File: config.mk
export PLATFORM = sky130hd
export DESIGN_NAME = eil_top
export DESIGN_NICKNAME = d
export VERILOG_FILES = /design/src/verilog/eil_pkg.sv /design/src/verilog/eil_top.sv
export VERILOG_INCLUDE_DIRS = /design/src /design/src/verilog
export SDC_FILE = /design/constraint.sdc
export NUM_CORES = 1
export LEC_CHECK = 0
export BUFFER_PORTS_ARGS = -buffer_cell sky130_fd_sc_hd__buf_2
export CORE_MARGIN = 3
export CORE_UTILIZATION = 40
export DETAILED_ROUTE_END_ITERATION = 8
export PLACE_DENSITY = 0.91
export SETUP_SLACK_MARGIN = 0.4
export SYNTH_ARGS = -nofsm -noshare
export SYNTH_HDL_FRONTEND = slang
export SYNTH_SLANG_ARGS = --single-unit
File: constraint.sdc
create_clock -name clk -period 2.1 [get_ports clk]
set_input_delay 0.42 -clock clk [delete_from_list [all_inputs] [get_ports clk]]
set_output_delay 0.42 -clock clk [all_outputs]
set_load 0.05 [all_outputs]
File: src/verilog/eil_params.svh
// Purpose: constants for the external interrupt latch block
// Assumes: 20 MHz bus clock, Avalon-MM word registers
// Notes:   offsets are byte addresses of aligned 32-bit words
//
// Functional notes
// - Low pin per trigger mode sets latch
// - Vector fetch acknowledge clears latch
// - Software acknowledge write clears latch
// - Reset clears latch and trigger mode
// - Edge mode: acknowledge clears immediately
// - Level mode: needs acknowledge and pin high
// - Level mode: pending while pin low
// - Local mask blocks request, keeps latch
// - CPU global mask also blocks request
// - Falling edge after acknowledge latches again
// - Pending flag ignores local mask
// - Pin level readable for branch tests
// - Trigger mode bit read/write, 1 level
// - Acknowledge bit write-only, reads zero
// - Local mask read/write, reset clear
// - Break without clear enable blocks acknowledge (software only here; vector fetch still clears latch)
`ifndef EIL_PARAMS_SVH
`define EIL_PARAMS_SVH

// ===========================================================
// Register offsets
`define EIL_OFS_CTRL   4'h0
`define EIL_OFS_IRQST  4'h4
`define EIL_OFS_IRQMSK 4'h8

// ===========================================================
// Control register fields
`define EIL_BIT_MODE    0
`define EIL_BIT_MASK    1
`define EIL_BIT_ACK     2
`define EIL_BIT_PEND    3
`define EIL_BIT_PIN     4

// ===========================================================
// Status / mask fields and reset values
`define EIL_BIT_EV_LATCH 0
`define EIL_BIT_EV_EDGE  1
`define EIL_RST_CTRL     2'h0
`define EIL_RST_IRQ      2'h0
`define EIL_RST_SYNC     2'h3

`endif

File: src/verilog/eil_pkg.sv
// Purpose: shared types of the external interrupt latch
// Assumes: constants live in eil_params.svh
// Notes:   types only
package eil_pkg;
  // Avalon-MM request from the master
  typedef struct packed {
    logic [3:0]  address;
    logic        read;
    logic        write;
    logic [31:0] writedata;
  } eil_avs_req_t;

  // Answer FSM, one-hot
  typedef enum logic [1:0] {
    EIL_IDLE = 2'b01,
    EIL_DONE = 2'b10
  } eil_state_t;
endpackage

File: src/verilog/eil_top.sv
// Purpose: external interrupt latch with Avalon-MM register port
// Assumes: irq pin active low, synchronous to nothing; bus clock 20 MHz
// Notes:   every access answers with one waitrequest cycle
//          pending = edge latch, or the low pin itself while in level mode
//
// The Avalon-MM interface to the registers and the placing of the registers were decided locally.
`timescale 1ns/1ps
`include "eil_params.svh"

module eil_top
  import eil_pkg::*;
(
  // Clock and reset
  input  wire logic        clk,
  input  wire logic        rst_n,
  // Avalon-MM slave
  input  wire eil_avs_req_t avs_req,
  output logic [31:0]      avs_readdata,
  output logic             avs_waitrequest,
  // External pin and CPU side
  input  wire logic        ext_irq_n,
  input  wire logic        vector_fetch,
  input  wire logic        cpu_global_mask,
  input  wire logic        break_state,
  input  wire logic        break_clear_enable,
  // Outputs
  output logic             cpu_irq_req,
  output logic             pin_level,
  output logic             branch_if_pin_high,
  output logic             branch_if_pin_low,
  output logic             irq
);

  // ===========================================================
  // Pin synchroniser and edge detect
  logic [1:0] sync;
  logic       prev;
  logic       fall;
  logic [1:0] next_sync;
  logic       next_prev;

  // First stage feeds the second stage and, as next_sync[1], the next_pend look-ahead
  always_comb begin
    next_sync = {sync[0], ext_irq_n};
    next_prev = sync[1];
  end

  always_ff @(posedge clk) begin
    if (!rst_n) begin
      // Load the pin level: a pin held low through reset is no edge
      sync <= {ext_irq_n, ext_irq_n};
      prev <= ext_irq_n;
    end else begin
      sync <= next_sync;
      prev <= next_prev;
    end
  end

  assign fall = prev & ~sync[1];

  // ===========================================================
  // Bus decode
  logic       acc;
  logic       wr_ctrl;
  logic       wr_st;
  logic       wr_msk;
  eil_state_t state;
  eil_state_t next_state;

  assign acc     = (avs_req.read | avs_req.write) && (state == EIL_IDLE);
  assign wr_ctrl = acc && avs_req.write && avs_req.address == `EIL_OFS_CTRL;
  assign wr_st   = acc && avs_req.write && avs_req.address == `EIL_OFS_IRQST;
  assign wr_msk  = acc && avs_req.write && avs_req.address == `EIL_OFS_IRQMSK;

  // ===========================================================
  // Control bits and request latch
  logic mode;
  logic lmask;
  logic latch;
  logic next_mode;
  logic next_lmask;
  logic next_latch;
  logic ack;
  logic sw_ack;
  logic pend;
  logic next_pend;

  // Break without clear enable protects the latch from software
  assign sw_ack = wr_ctrl && avs_req.writedata[`EIL_BIT_ACK]
                  && !(break_state && !break_clear_enable);
  assign ack    = vector_fetch | sw_ack;

  always_comb begin
    next_mode  = mode;
    next_lmask = lmask;
    if (wr_ctrl) begin
      next_mode  = avs_req.writedata[`EIL_BIT_MODE];
      next_lmask = avs_req.writedata[`EIL_BIT_MASK];
    end
    next_latch = latch;
    if (ack)
      next_latch = 1'b0;
    // Set after clear: a new edge is never lost
    if (fall)
      next_latch = 1'b1;
  end

  always_ff @(posedge clk) begin
    if (!rst_n) begin
      mode  <= 1'b0;
      lmask <= 1'b0;
      latch <= 1'b0;
    end else begin
      mode  <= next_mode;
      lmask <= next_lmask;
      latch <= next_latch;
    end
  end

  // Level term keeps the request while the pin is low, so an ack may come first
  assign pend      = latch | (mode & ~sync[1]);
  assign next_pend = next_latch | (next_mode & ~next_sync[1]);

  // Priority logic request; vector load is the CPU's job on this
  assign cpu_irq_req        = pend & ~lmask & ~cpu_global_mask;
  assign pin_level          = sync[1];
  assign branch_if_pin_high = sync[1];
  assign branch_if_pin_low  = ~sync[1];

  // ===========================================================
  // Sticky events, mask, interrupt output
  logic [1:0] ev;
  logic [1:0] ev_msk;
  logic [1:0] next_ev;
  logic [1:0] next_ev_msk;
  logic [1:0] ev_set;

  assign ev_set = {fall, next_pend & ~pend};

  // Set wins over write-one-to-clear
  always_comb begin
    next_ev     = ev;
    next_ev_msk = ev_msk;
    if (wr_st)
      next_ev = ev & ~avs_req.writedata[1:0];
    next_ev = next_ev | ev_set;
    if (wr_msk)
      next_ev_msk = avs_req.writedata[1:0];
  end

  always_ff @(posedge clk) begin
    if (!rst_n) begin
      ev     <= `EIL_RST_IRQ;
      ev_msk <= `EIL_RST_IRQ;
    end else begin
      ev     <= next_ev;
      ev_msk <= next_ev_msk;
    end
  end

  assign irq = |(ev & ev_msk);

  // ===========================================================
  // Avalon answer: one wait cycle, then data at release edge
  logic [31:0] rdata;
  logic [31:0] next_rdata;

  always_comb begin
    next_state = state;
    next_rdata = rdata;
    case (state)
      EIL_IDLE: begin
        if (avs_req.read | avs_req.write) begin
          next_state = EIL_DONE;
          next_rdata = 32'h0;
          if (avs_req.read) begin
            case (avs_req.address)
              `EIL_OFS_CTRL:   next_rdata = {27'h0, sync[1], pend, 1'b0, lmask, mode};
              `EIL_OFS_IRQST:  next_rdata = {30'h0, ev};
              `EIL_OFS_IRQMSK: next_rdata = {30'h0, ev_msk};
              default:         next_rdata = 32'h0;
            endcase
          end
        end
      end
      EIL_DONE: next_state = EIL_IDLE;
      default:  next_state = EIL_IDLE;
    endcase
  end

  always_ff @(posedge clk) begin
    if (!rst_n) begin
      state <= EIL_IDLE;
      rdata <= 32'h0;
    end else begin
      state <= next_state;
      rdata <= next_rdata;
    end
  end

  assign avs_readdata    = rdata;
  assign avs_waitrequest = (state == EIL_IDLE);

  // ===========================================================
  // Assertions
  property p_edge_sets;
    @(posedge clk) disable iff (!rst_n) fall |=> latch;
  endproperty
  a_edge_sets: assert property (p_edge_sets) else $error("edge did not set latch");

  property p_ack_clears;
    @(posedge clk) disable iff (!rst_n) (ack && !fall && !next_mode) |=> !pend;
  endproperty
  a_ack_clears: assert property (p_ack_clears) else $error("ack did not clear latch");

  property p_level_holds;
    @(posedge clk) disable iff (!rst_n) (mode && !sync[1] && !sync[0] && !wr_ctrl) |=> pend;
  endproperty
  a_level_holds: assert property (p_level_holds) else $error("level mode dropped request");

  property p_mask;
    @(posedge clk) disable iff (!rst_n) (lmask || cpu_global_mask) |-> !cpu_irq_req;
  endproperty
  a_mask: assert property (p_mask) else $error("masked request presented");

  property p_present;
    @(posedge clk) disable iff (!rst_n) (pend && !lmask && !cpu_global_mask) |-> cpu_irq_req;
  endproperty
  a_present: assert property (p_present) else $error("request not presented");

  property p_break;
    @(posedge clk) disable iff (!rst_n)
      (latch && !vector_fetch && break_state && !break_clear_enable) |=> latch;
  endproperty
  a_break: assert property (p_break) else $error("break ack cleared latch");

  property p_sync;
    @(posedge clk) disable iff (!rst_n) $fell(ext_irq_n) |-> ##2 !sync[1] || $rose(ext_irq_n);
  endproperty
  a_sync: assert property (p_sync) else $error("sync lag wrong");

  property p_reset;
    @(posedge clk) !rst_n |=> (!pend && !mode);
  endproperty
  a_reset: assert property (p_reset) else $error("reset left state");

  property p_ack_read;
    @(posedge clk) disable iff (!rst_n) (state == EIL_DONE) |-> !avs_readdata[`EIL_BIT_ACK];
  endproperty
  a_ack_read: assert property (p_ack_read) else $error("ack bit read as one");

  // Reset with the pin low must not leave a false edge behind
  property p_reset_quiet;
    @(posedge clk) (!rst_n ##1 rst_n) |=> !latch;
  endproperty
  a_reset_quiet: assert property (p_reset_quiet) else $error("edge latched after reset");

  // Acknowledge sources and level release
  property p_vector_ack;
    @(posedge clk) disable iff (!rst_n) (vector_fetch && !fall) |=> !latch;
  endproperty
  a_vector_ack: assert property (p_vector_ack) else $error("vector fetch kept latch");

  property p_sw_ack;
    @(posedge clk) disable iff (!rst_n) (sw_ack && !fall) |=> !latch;
  endproperty
  a_sw_ack: assert property (p_sw_ack) else $error("software ack kept latch");

  property p_edge_only;
    @(posedge clk) disable iff (!rst_n) (!mode && !next_mode && !pend && !fall) |=> !pend;
  endproperty
  a_edge_only: assert property (p_edge_only) else $error("edge mode took a level");

  property p_level_release;
    @(posedge clk) disable iff (!rst_n) (ack && !fall && next_mode) |=> (pend == !sync[1]);
  endproperty
  a_level_release: assert property (p_level_release) else $error("level release wrong");

  property p_rearm;
    @(posedge clk) disable iff (!rst_n) (sw_ack ##1 fall) |=> latch;
  endproperty
  a_rearm: assert property (p_rearm) else $error("edge after ack lost");

  // Register side
  property p_pending_flag;
    @(posedge clk) disable iff (!rst_n) (acc && avs_req.read && avs_req.address == `EIL_OFS_CTRL)
      |=> (avs_readdata[`EIL_BIT_PEND] == $past(pend));
  endproperty
  a_pending_flag: assert property (p_pending_flag) else $error("pending flag read wrong");

  property p_pin_branch;
    @(posedge clk) disable iff (!rst_n) (ext_irq_n && $past(ext_irq_n))
      |=> (branch_if_pin_high && !branch_if_pin_low);
  endproperty
  a_pin_branch: assert property (p_pin_branch) else $error("pin level not shown");

  property p_mode_rw;
    @(posedge clk) disable iff (!rst_n) wr_ctrl |=> (mode == $past(avs_req.writedata[`EIL_BIT_MODE]));
  endproperty
  a_mode_rw: assert property (p_mode_rw) else $error("mode bit not written");

  property p_mask_rw;
    @(posedge clk) disable iff (!rst_n) wr_ctrl |=> (lmask == $past(avs_req.writedata[`EIL_BIT_MASK]));
  endproperty
  a_mask_rw: assert property (p_mask_rw) else $error("mask bit not written");

  // Main scenarios the bench should reach
  c_edge:  cover property (@(posedge clk) disable iff (!rst_n) fall ##[1:20] ack);
  c_level: cover property (@(posedge clk) disable iff (!rst_n) mode && ack && !sync[1]);
  c_irq:   cover property (@(posedge clk) disable iff (!rst_n) $rose(irq));
  c_rel:   cover property (@(posedge clk) disable iff (!rst_n) (mode && ack && !sync[1]) ##[1:40] (mode && !pend));
  c_brk:   cover property (@(posedge clk) disable iff (!rst_n)
                           break_state && !break_clear_enable && wr_ctrl && avs_req.writedata[`EIL_BIT_ACK]);

endmodule

==> results.toml, run 1 <==
[outcome]
outcome = "completed"

[finish]
syn_to_final_growth_pct = 11.30
post_route_cells_drive_above_1_share = 0.2741
layout_commonest_cell = "conb_1"
final_cell_mix = "conb_1, buf_2, dfxtp_1"
finalNetCount = 181
antenna_cells = 0
fillers = 233

[global_routing]
grt_use_total = 0.1239
grt_pass1_vias = 686
grt_pass1_wl_um = 2649
grt_util_met2 = 0.2165
grt_max_degree = 17
antenna_found_initial = 0
grt-busiest-layer = "met2"
grtUsageMet3 = 0.03753
grt_overflow = 0
met1_usage = 0.1283

[route]
vias = 777
drt-initial-drc-count = 16
drc_errors = 0
wl_per_cell_um = 11.31
routed_wirelength_um = 1844
ant_nets = 0
drtPass1Iterations = 4
vias_per_cell = 4.767

[timing]
fmax_mhz = 611.4
finClkSkew_ns = 0.003091
slew_headroom = 0.6379
tns_ns = 0
rsz0062_at_grt = "false"
layout_min_cycle_time_ns = 1.636
hold_viol_final = 0
finalSetupViolCount = 0
layout_setup_ws_ns = 0.4643
period_share = 0.7789
max_slew.worst_pin.slew_ns = 0.5375
report.final.slew_viol_count = 0

[floorplanning]
rows = 17
ios = 83
initial_utilization = 0.4273
die_y_um = 55.08
coreArea_sq_um = 2255
design.die.area_sq_um = 3033
die_x_um = 55.08

[logic_synthesis]
synth_top_family_by_area = "buffers and inverters"
yosysWarningCount = 0
synthSimpleGateAreaFrac = 0.1974
synth_seq_cells = 16
syn_area_per_cell_sq_um = 8.921
synthCells = 108
synthAdderAreaFrac = 0
ys_seq_area_frac = 0.3325
muxShareOfSynthArea = 0.06234
synth_cell_type_count = 33
synth_area_sq_um = 963.4
synthXorXnorAreaFrac = 0
synth_compound_area_frac = 0.1468

[power_and_ir_drop]
switching_share = 0.3825
clockPowerShare = 0.261
p_total_mw = 0.7586
p_seq_frac = 0.436
combPwrFrac = 0.303
ir_drop_mv = 0.4591
p_int_mw = 0.4684
p_leak_nw = 0.5060
powerDensity_nw_per_um2 = 707.5
p_sw_mw = 0.2902

[worst_setup_path]
slowest_delay_ns = 0.36
required_ns = 1.68
cp-start-kind = "flip-flop"
critPathArrivalTime_ns = 1.22
cp_max_fo = 6
worstRegToRegCells = 4
crit_chain = "inv_1 > a21oi_4 > nor3_4 > clkbuf_4"
worstSetupPathType = "reg2out"
cp_slowest_cell = "dfxtp_2"
critical_path.endpoint_type = "output port"

[run]
cap_violations = 0

[clock_network]
holdBufCountCts = 0
cts_inserted_buffers = 3
cts_tree = "built"
numClockSinks = 16
cts_buffer_depth = 2
cts_root_buffer = "clkbuf_4"
cts_htree_levels = 1
insertion_delay_ns = 0.28
clk_pin_slew_ns = 0.09

[placement]
gp_routability_congestion = 0.8055
post-dp-hpwl_um = 1513
dp_slack_ns = 0.2533
port_buffers = 25

[hold_path]
min_path_type = "in2reg"
hold_path_depth = 1
[final timing paths]
kind	from	to	slack [ns]
setup reg to reg	state[1]	ev_msk[1]	0.63
setup / recovery	sync[1]	cpu_irq_req	0.46
hold reg to reg	sync[0]	sync[1]	0.45
hold / removal	ext_irq_n	sync[0]	0.25
[final cells by class]
cell class	count	area [sq um]	share of cell area
Multi-Input combinational cell	84	521.8	0.4866
Sequential cell	16	321.6	0.2999
Tap cell	28	35.03	0.03267
Inverter	4	15.01	0.01400
Timing Repair Buffer	27	142.6	0.1330
Clock buffer	4	36.28	0.03384
[synthesized netlist by cell type]
master / n / area share
buf_4: 29 / 0.23
dfxtp_1: 16 / 0.33
nor2b_1: 10 / 0.065
nand2_1: 7 / 0.027
mux2i_1: 6 / 0.062
inv_1: 4 / 0.016
nand2b_1: 4 / 0.026
o21ai_0: 3 / 0.016
o2bb2ai_1: 3 / 0.027
a22oi_1: 2 / 0.016
a31oi_1: 2 / 0.013
a211oi_1: 1 / 0.0078
a21boi_1: 1 / 0.0078
a21o_1: 1 / 0.0078
a21oi_1: 1 / 0.0052
a22o_1: 1 / 0.0091
a32o_1: 1 / 0.010
and2_1: 1 / 0.0065
and2b_1: 1 / 0.0078
and3_1: 1 / 0.0065
buf_6: 1 / 0.012
clkbuf_1: 1 / 0.0039
conb_1: 1 / 0.0039
nand3_1: 1 / 0.0052
nand3b_1: 1 / 0.0078
nand4_1: 1 / 0.0065
nor3_1: 1 / 0.0052
nor4_1: 1 / 0.0065
nor4_2: 1 / 0.013
o2111ai_1: 1 / 0.0091
o21a_1: 1 / 0.0078
o311a_1: 1 / 0.010
or4b_4: 1 / 0.014
[worst max-delay path: cells and delay by family (launching register included)]
kind                   cells  cell delay, ns
AOI/OAI and AO/OA          1            0.09
buffers and inverters      2            0.38
DFF                        1            0.36
and+or+nand+nor            1            0.10
[what timing repair did]
item	CTS	global route
gates cloned	0	0
resized for setup	1	2
pin swaps	0	1
setup buffers	0	2
endpoints found under the setup margin	1	1
[cells by family after synthesis]
family / Yosys count
mux: 6
compound gates: 19
simple gates: 31
flops: 16
other cells: 1
buf+inv: 35
[flip-flops by register name, indices dropped and copies added, names as in the netlist]
name          flops
lmask             1
ev                2
latch             1
mode              1
avs_readdata      4
prev              1
ev_msk            2
sync              2
state             2
[power groups by stage]
stage | Combinational [mW] | Clock, mW | Sequential, mW
finish | 0.230 | 0.198 | 0.330
global placement | 0.219 | 0 | 0.335
floorplan | 0.221 | 0 | 0.340
global route | 0.245 | 0.225 | 0.332
CTS | 0.223 | 0.205 | 0.330
detailed placement | 0.222 | 0 | 0.337
[metal layers]
metal  up-vias  routed length [um]
li1        375                   -
met1       358                 702
met2        39                 933
met3         5                 176
met4         0                  32
met5         -                   0
[stage by stage]
step / utilization / instance area [sq um] / hold slack (ns) / cells
after floorplan: - / 1080 / 0.4245 / 135
after global placement: 0.4467 / 1007 / 0.4403 / 157
after detailed placement: 0.4467 / 1007 / 0.4427 / 157
after CTS: 0.4645 / 1047 / 0.2408 / 161
after global routing: 0.4756 / 1072 / 0.2366 / 163
final: 0.4756 / 1072 / 0.2497 / 163
Note: power is estimated with default switching activity, not from simulation.
==> run 2: changes to the inputs <==
--- a/config.mk
+++ b/config.mk
@@ -6,11 +6,12 @@
 export SDC_FILE = /design/constraint.sdc
 export NUM_CORES = 1
 export LEC_CHECK = 0
+export ABC_AREA = 1
 export BUFFER_PORTS_ARGS = -buffer_cell sky130_fd_sc_hd__buf_2
 export CORE_MARGIN = 3
-export CORE_UTILIZATION = 40
+export CORE_UTILIZATION = 34
 export DETAILED_ROUTE_END_ITERATION = 8
-export PLACE_DENSITY = 0.91
+export PLACE_DENSITY = 0.83
 export SETUP_SLACK_MARGIN = 0.4
 export SYNTH_ARGS = -nofsm -noshare
 export SYNTH_HDL_FRONTEND = slang
==> constraint.sdc (replaced) <==
create_clock -name clk -period 1.5 [get_ports clk]
set_input_delay 0.3 -clock clk [delete_from_list [all_inputs] [get_ports clk]]
set_output_delay 0.3 -clock clk [all_outputs]
set_load 0.05 [all_outputs]
==> results.toml, run 2 <==
[finish]
syn_to_final_growth_pct = 33.55
layout_commonest_cell = "conb_1"
finish.instance_area_sq_um = 1270
largest_register_ffs = 4
post_route_cells_drive_above_1_share = 0.4424
antenna_cells = 0
final_cell_mix = "conb_1, nand2_1, buf_2"
finalNetCount = 211
final_util = 0.4946
stdcell_count = 195

[placement]
port_buffers = 25
post-dp-hpwl_um = 1483
placed_cells_incl_taps = 182
dpl_cell_area_sq_um = 1023
dp_slack_ns = 0.1756
gp_routability_congestion = 0.8300

[clock_network]
insertion_delay_ns = 0.29
cts_htree_levels = 1
numClockSinks = 16
clk_pin_slew_ns = 0.09
cts_root_buffer = "clkbuf_4"
cts_inserted_buffers = 3
cts_tree = "built"
cts_buffer_depth = 2

[global_routing]
grt_util_met2 = 0.1956
grt_pass1_wl_um = 3167
grt_pass1_vias = 753
antenna_found_initial = 0
grtUsageMet3 = 0.02632
grt_overflow = 0
met1_usage = 0.1390
grt-busiest-layer = "met2"
grt_use_total = 0.1226
grt_max_degree = 13

[route]
drc_errors = 0
ant_nets = 0
drtPass1Iterations = 4
drt-initial-drc-count = 11
vias_per_cell = 4.344
wl_per_cell_um = 11.59
vias = 847
routed_wirelength_um = 2261

[worst_setup_path]
worstRegToRegCells = 6
critical_path.endpoint_type = "output port"
critPathTopFamily = "flip-flops"
slowest_delay_ns = 0.37
required_ns = 1.20
crit_chain = "clkinvlp_4 > a21oi_4 > nor3_4 > buf_6"
cp_slowest_cell = "dfxtp_4"
r2r_setup_slack_ns = 0.30
critPathArrivalTime_ns = 1.14
worst_r2r_startpoint = "state[1]"
cp_max_fo = 2
cp-start-kind = "flip-flop"
worstSetupPathType = "reg2out"
rr_endpoint = "ev[0]"
crit_buf_inv = 2

[floorplanning]
die_y_um = 58.89
ios = 83
die_x_um = 58.89
initial_utilization = 0.3704
coreArea_sq_um = 2567
design.die.area_sq_um = 3467
rows = 18

[power_and_ir_drop]
p_total_mw = 1.161
powerDensity_nw_per_um2 = 914.0
p_leak_nw = 0.6043
ir_drop_mv = 0.5526

[timing]
layout_setup_ws_ns = 0.06156
period_share = 0.9590
report.final.slew_viol_count = 0
layout_min_cycle_time_ns = 1.438
tns_ns = 0
hold_viol_final = 0
finalSetupViolCount = 0
rsz0062_at_grt = "true"
fmax_mhz = 695.2
finClkSkew_ns = 0.0008100
holdWs_ns = 0.1201

[logic_synthesis]
synth_area_sq_um = 950.9
synth_largest_area_cell = "dfxtp_1"
syn_area_per_cell_sq_um = 7.315
yosysWarningCount = 0
synth_cell_type_count = 24
netlist.area_leader.share = 0.3368
synthCells = 130
yosysMostFrequentCell = "buf_4"
synth_common_cells = "buf_4, nand2_1, dfxtp_1, inv_1, a21oi_1"
ys_seq_area_frac = 0.3368
ys_async_sr_fraction = 0
synthTopCellsByArea = "dfxtp_1, buf_4, nand2_1"
synth_edf_count = 0
synth_seq_cells = 16
synthFlopType = "dfxtp_1"

[hold_path]
min_path_type = "in2reg"
worst_hold_path.endpoint = "sync[0]"
hold_path_depth = 1
hold_start = "ext_irq_n"

[run]
cap_violations = 0

[outcome]
outcome = "completed"
## run 2: worst register-to-register path, delay by kind of cell, from the launching register on
| kind | cells | cell delay (ns) |
|---|---|---|
| flip-flops | 1 | 0.34 |
| AO/OA/AOI/OAI | 2 | 0.40 |
| buffers and inverters | 2 | 0.16 |
| AND/OR/NAND/NOR | 2 | 0.18 |
## run 2: worst max-delay path by stage
stage / to / cells after the start / startpoint
global placement: ev[0] / 9 / avs_req[35]
global route: cpu_irq_req / 4 / sync[1]
finish: cpu_irq_req / 4 / sync[1]
CTS: cpu_irq_req / 4 / sync[1]
floorplan: cpu_irq_req / 3 / sync[1]
detailed placement: ev[0] / 9 / avs_req[35]
## run 2: logic make-up after synthesis
group           share of synthesized area
other cells                      0.003944
buf+inv                            0.3039
simple gates                       0.2171
flops                              0.3368
compound gates                     0.1382
## run 2: cell type report
| type | count | area, sq um |
|---|---|---|
| clock buffer | 4 | 36.28 |
| fill | 262 | 1297 |
| inverter | 18 | 76.32 |
| multi-input combinational | 93 | 511.7 |
| sequential | 16 | 334.1 |
| tap | 30 | 37.54 |
| timing repair buffer | 34 | 274.0 |
## run 2: where the power goes
part	leakage (nW)	switching (mW)	internal (mW)
clock	0.0210	0.137	0.148
sequential	0.135	0.0187	0.447
combinational	0.449	0.307	0.103
## run 2: repair_timing
action                                  4_1_cts  5_1_grt
pin swaps                                     3        4
buffers inserted                              7        2
endpoints found under the setup margin       14       19
hold buffers                                  0        0
gates resized for setup                      36       17
## run 2: layer usage
metal	routed length (um)	part of all wire	up-vias
met3	116	0.051	5
met1	841	0.37	395
met5	0	0	-
met2	1253	0.55	27
met4	51	0.023	0
li1	-	-	420
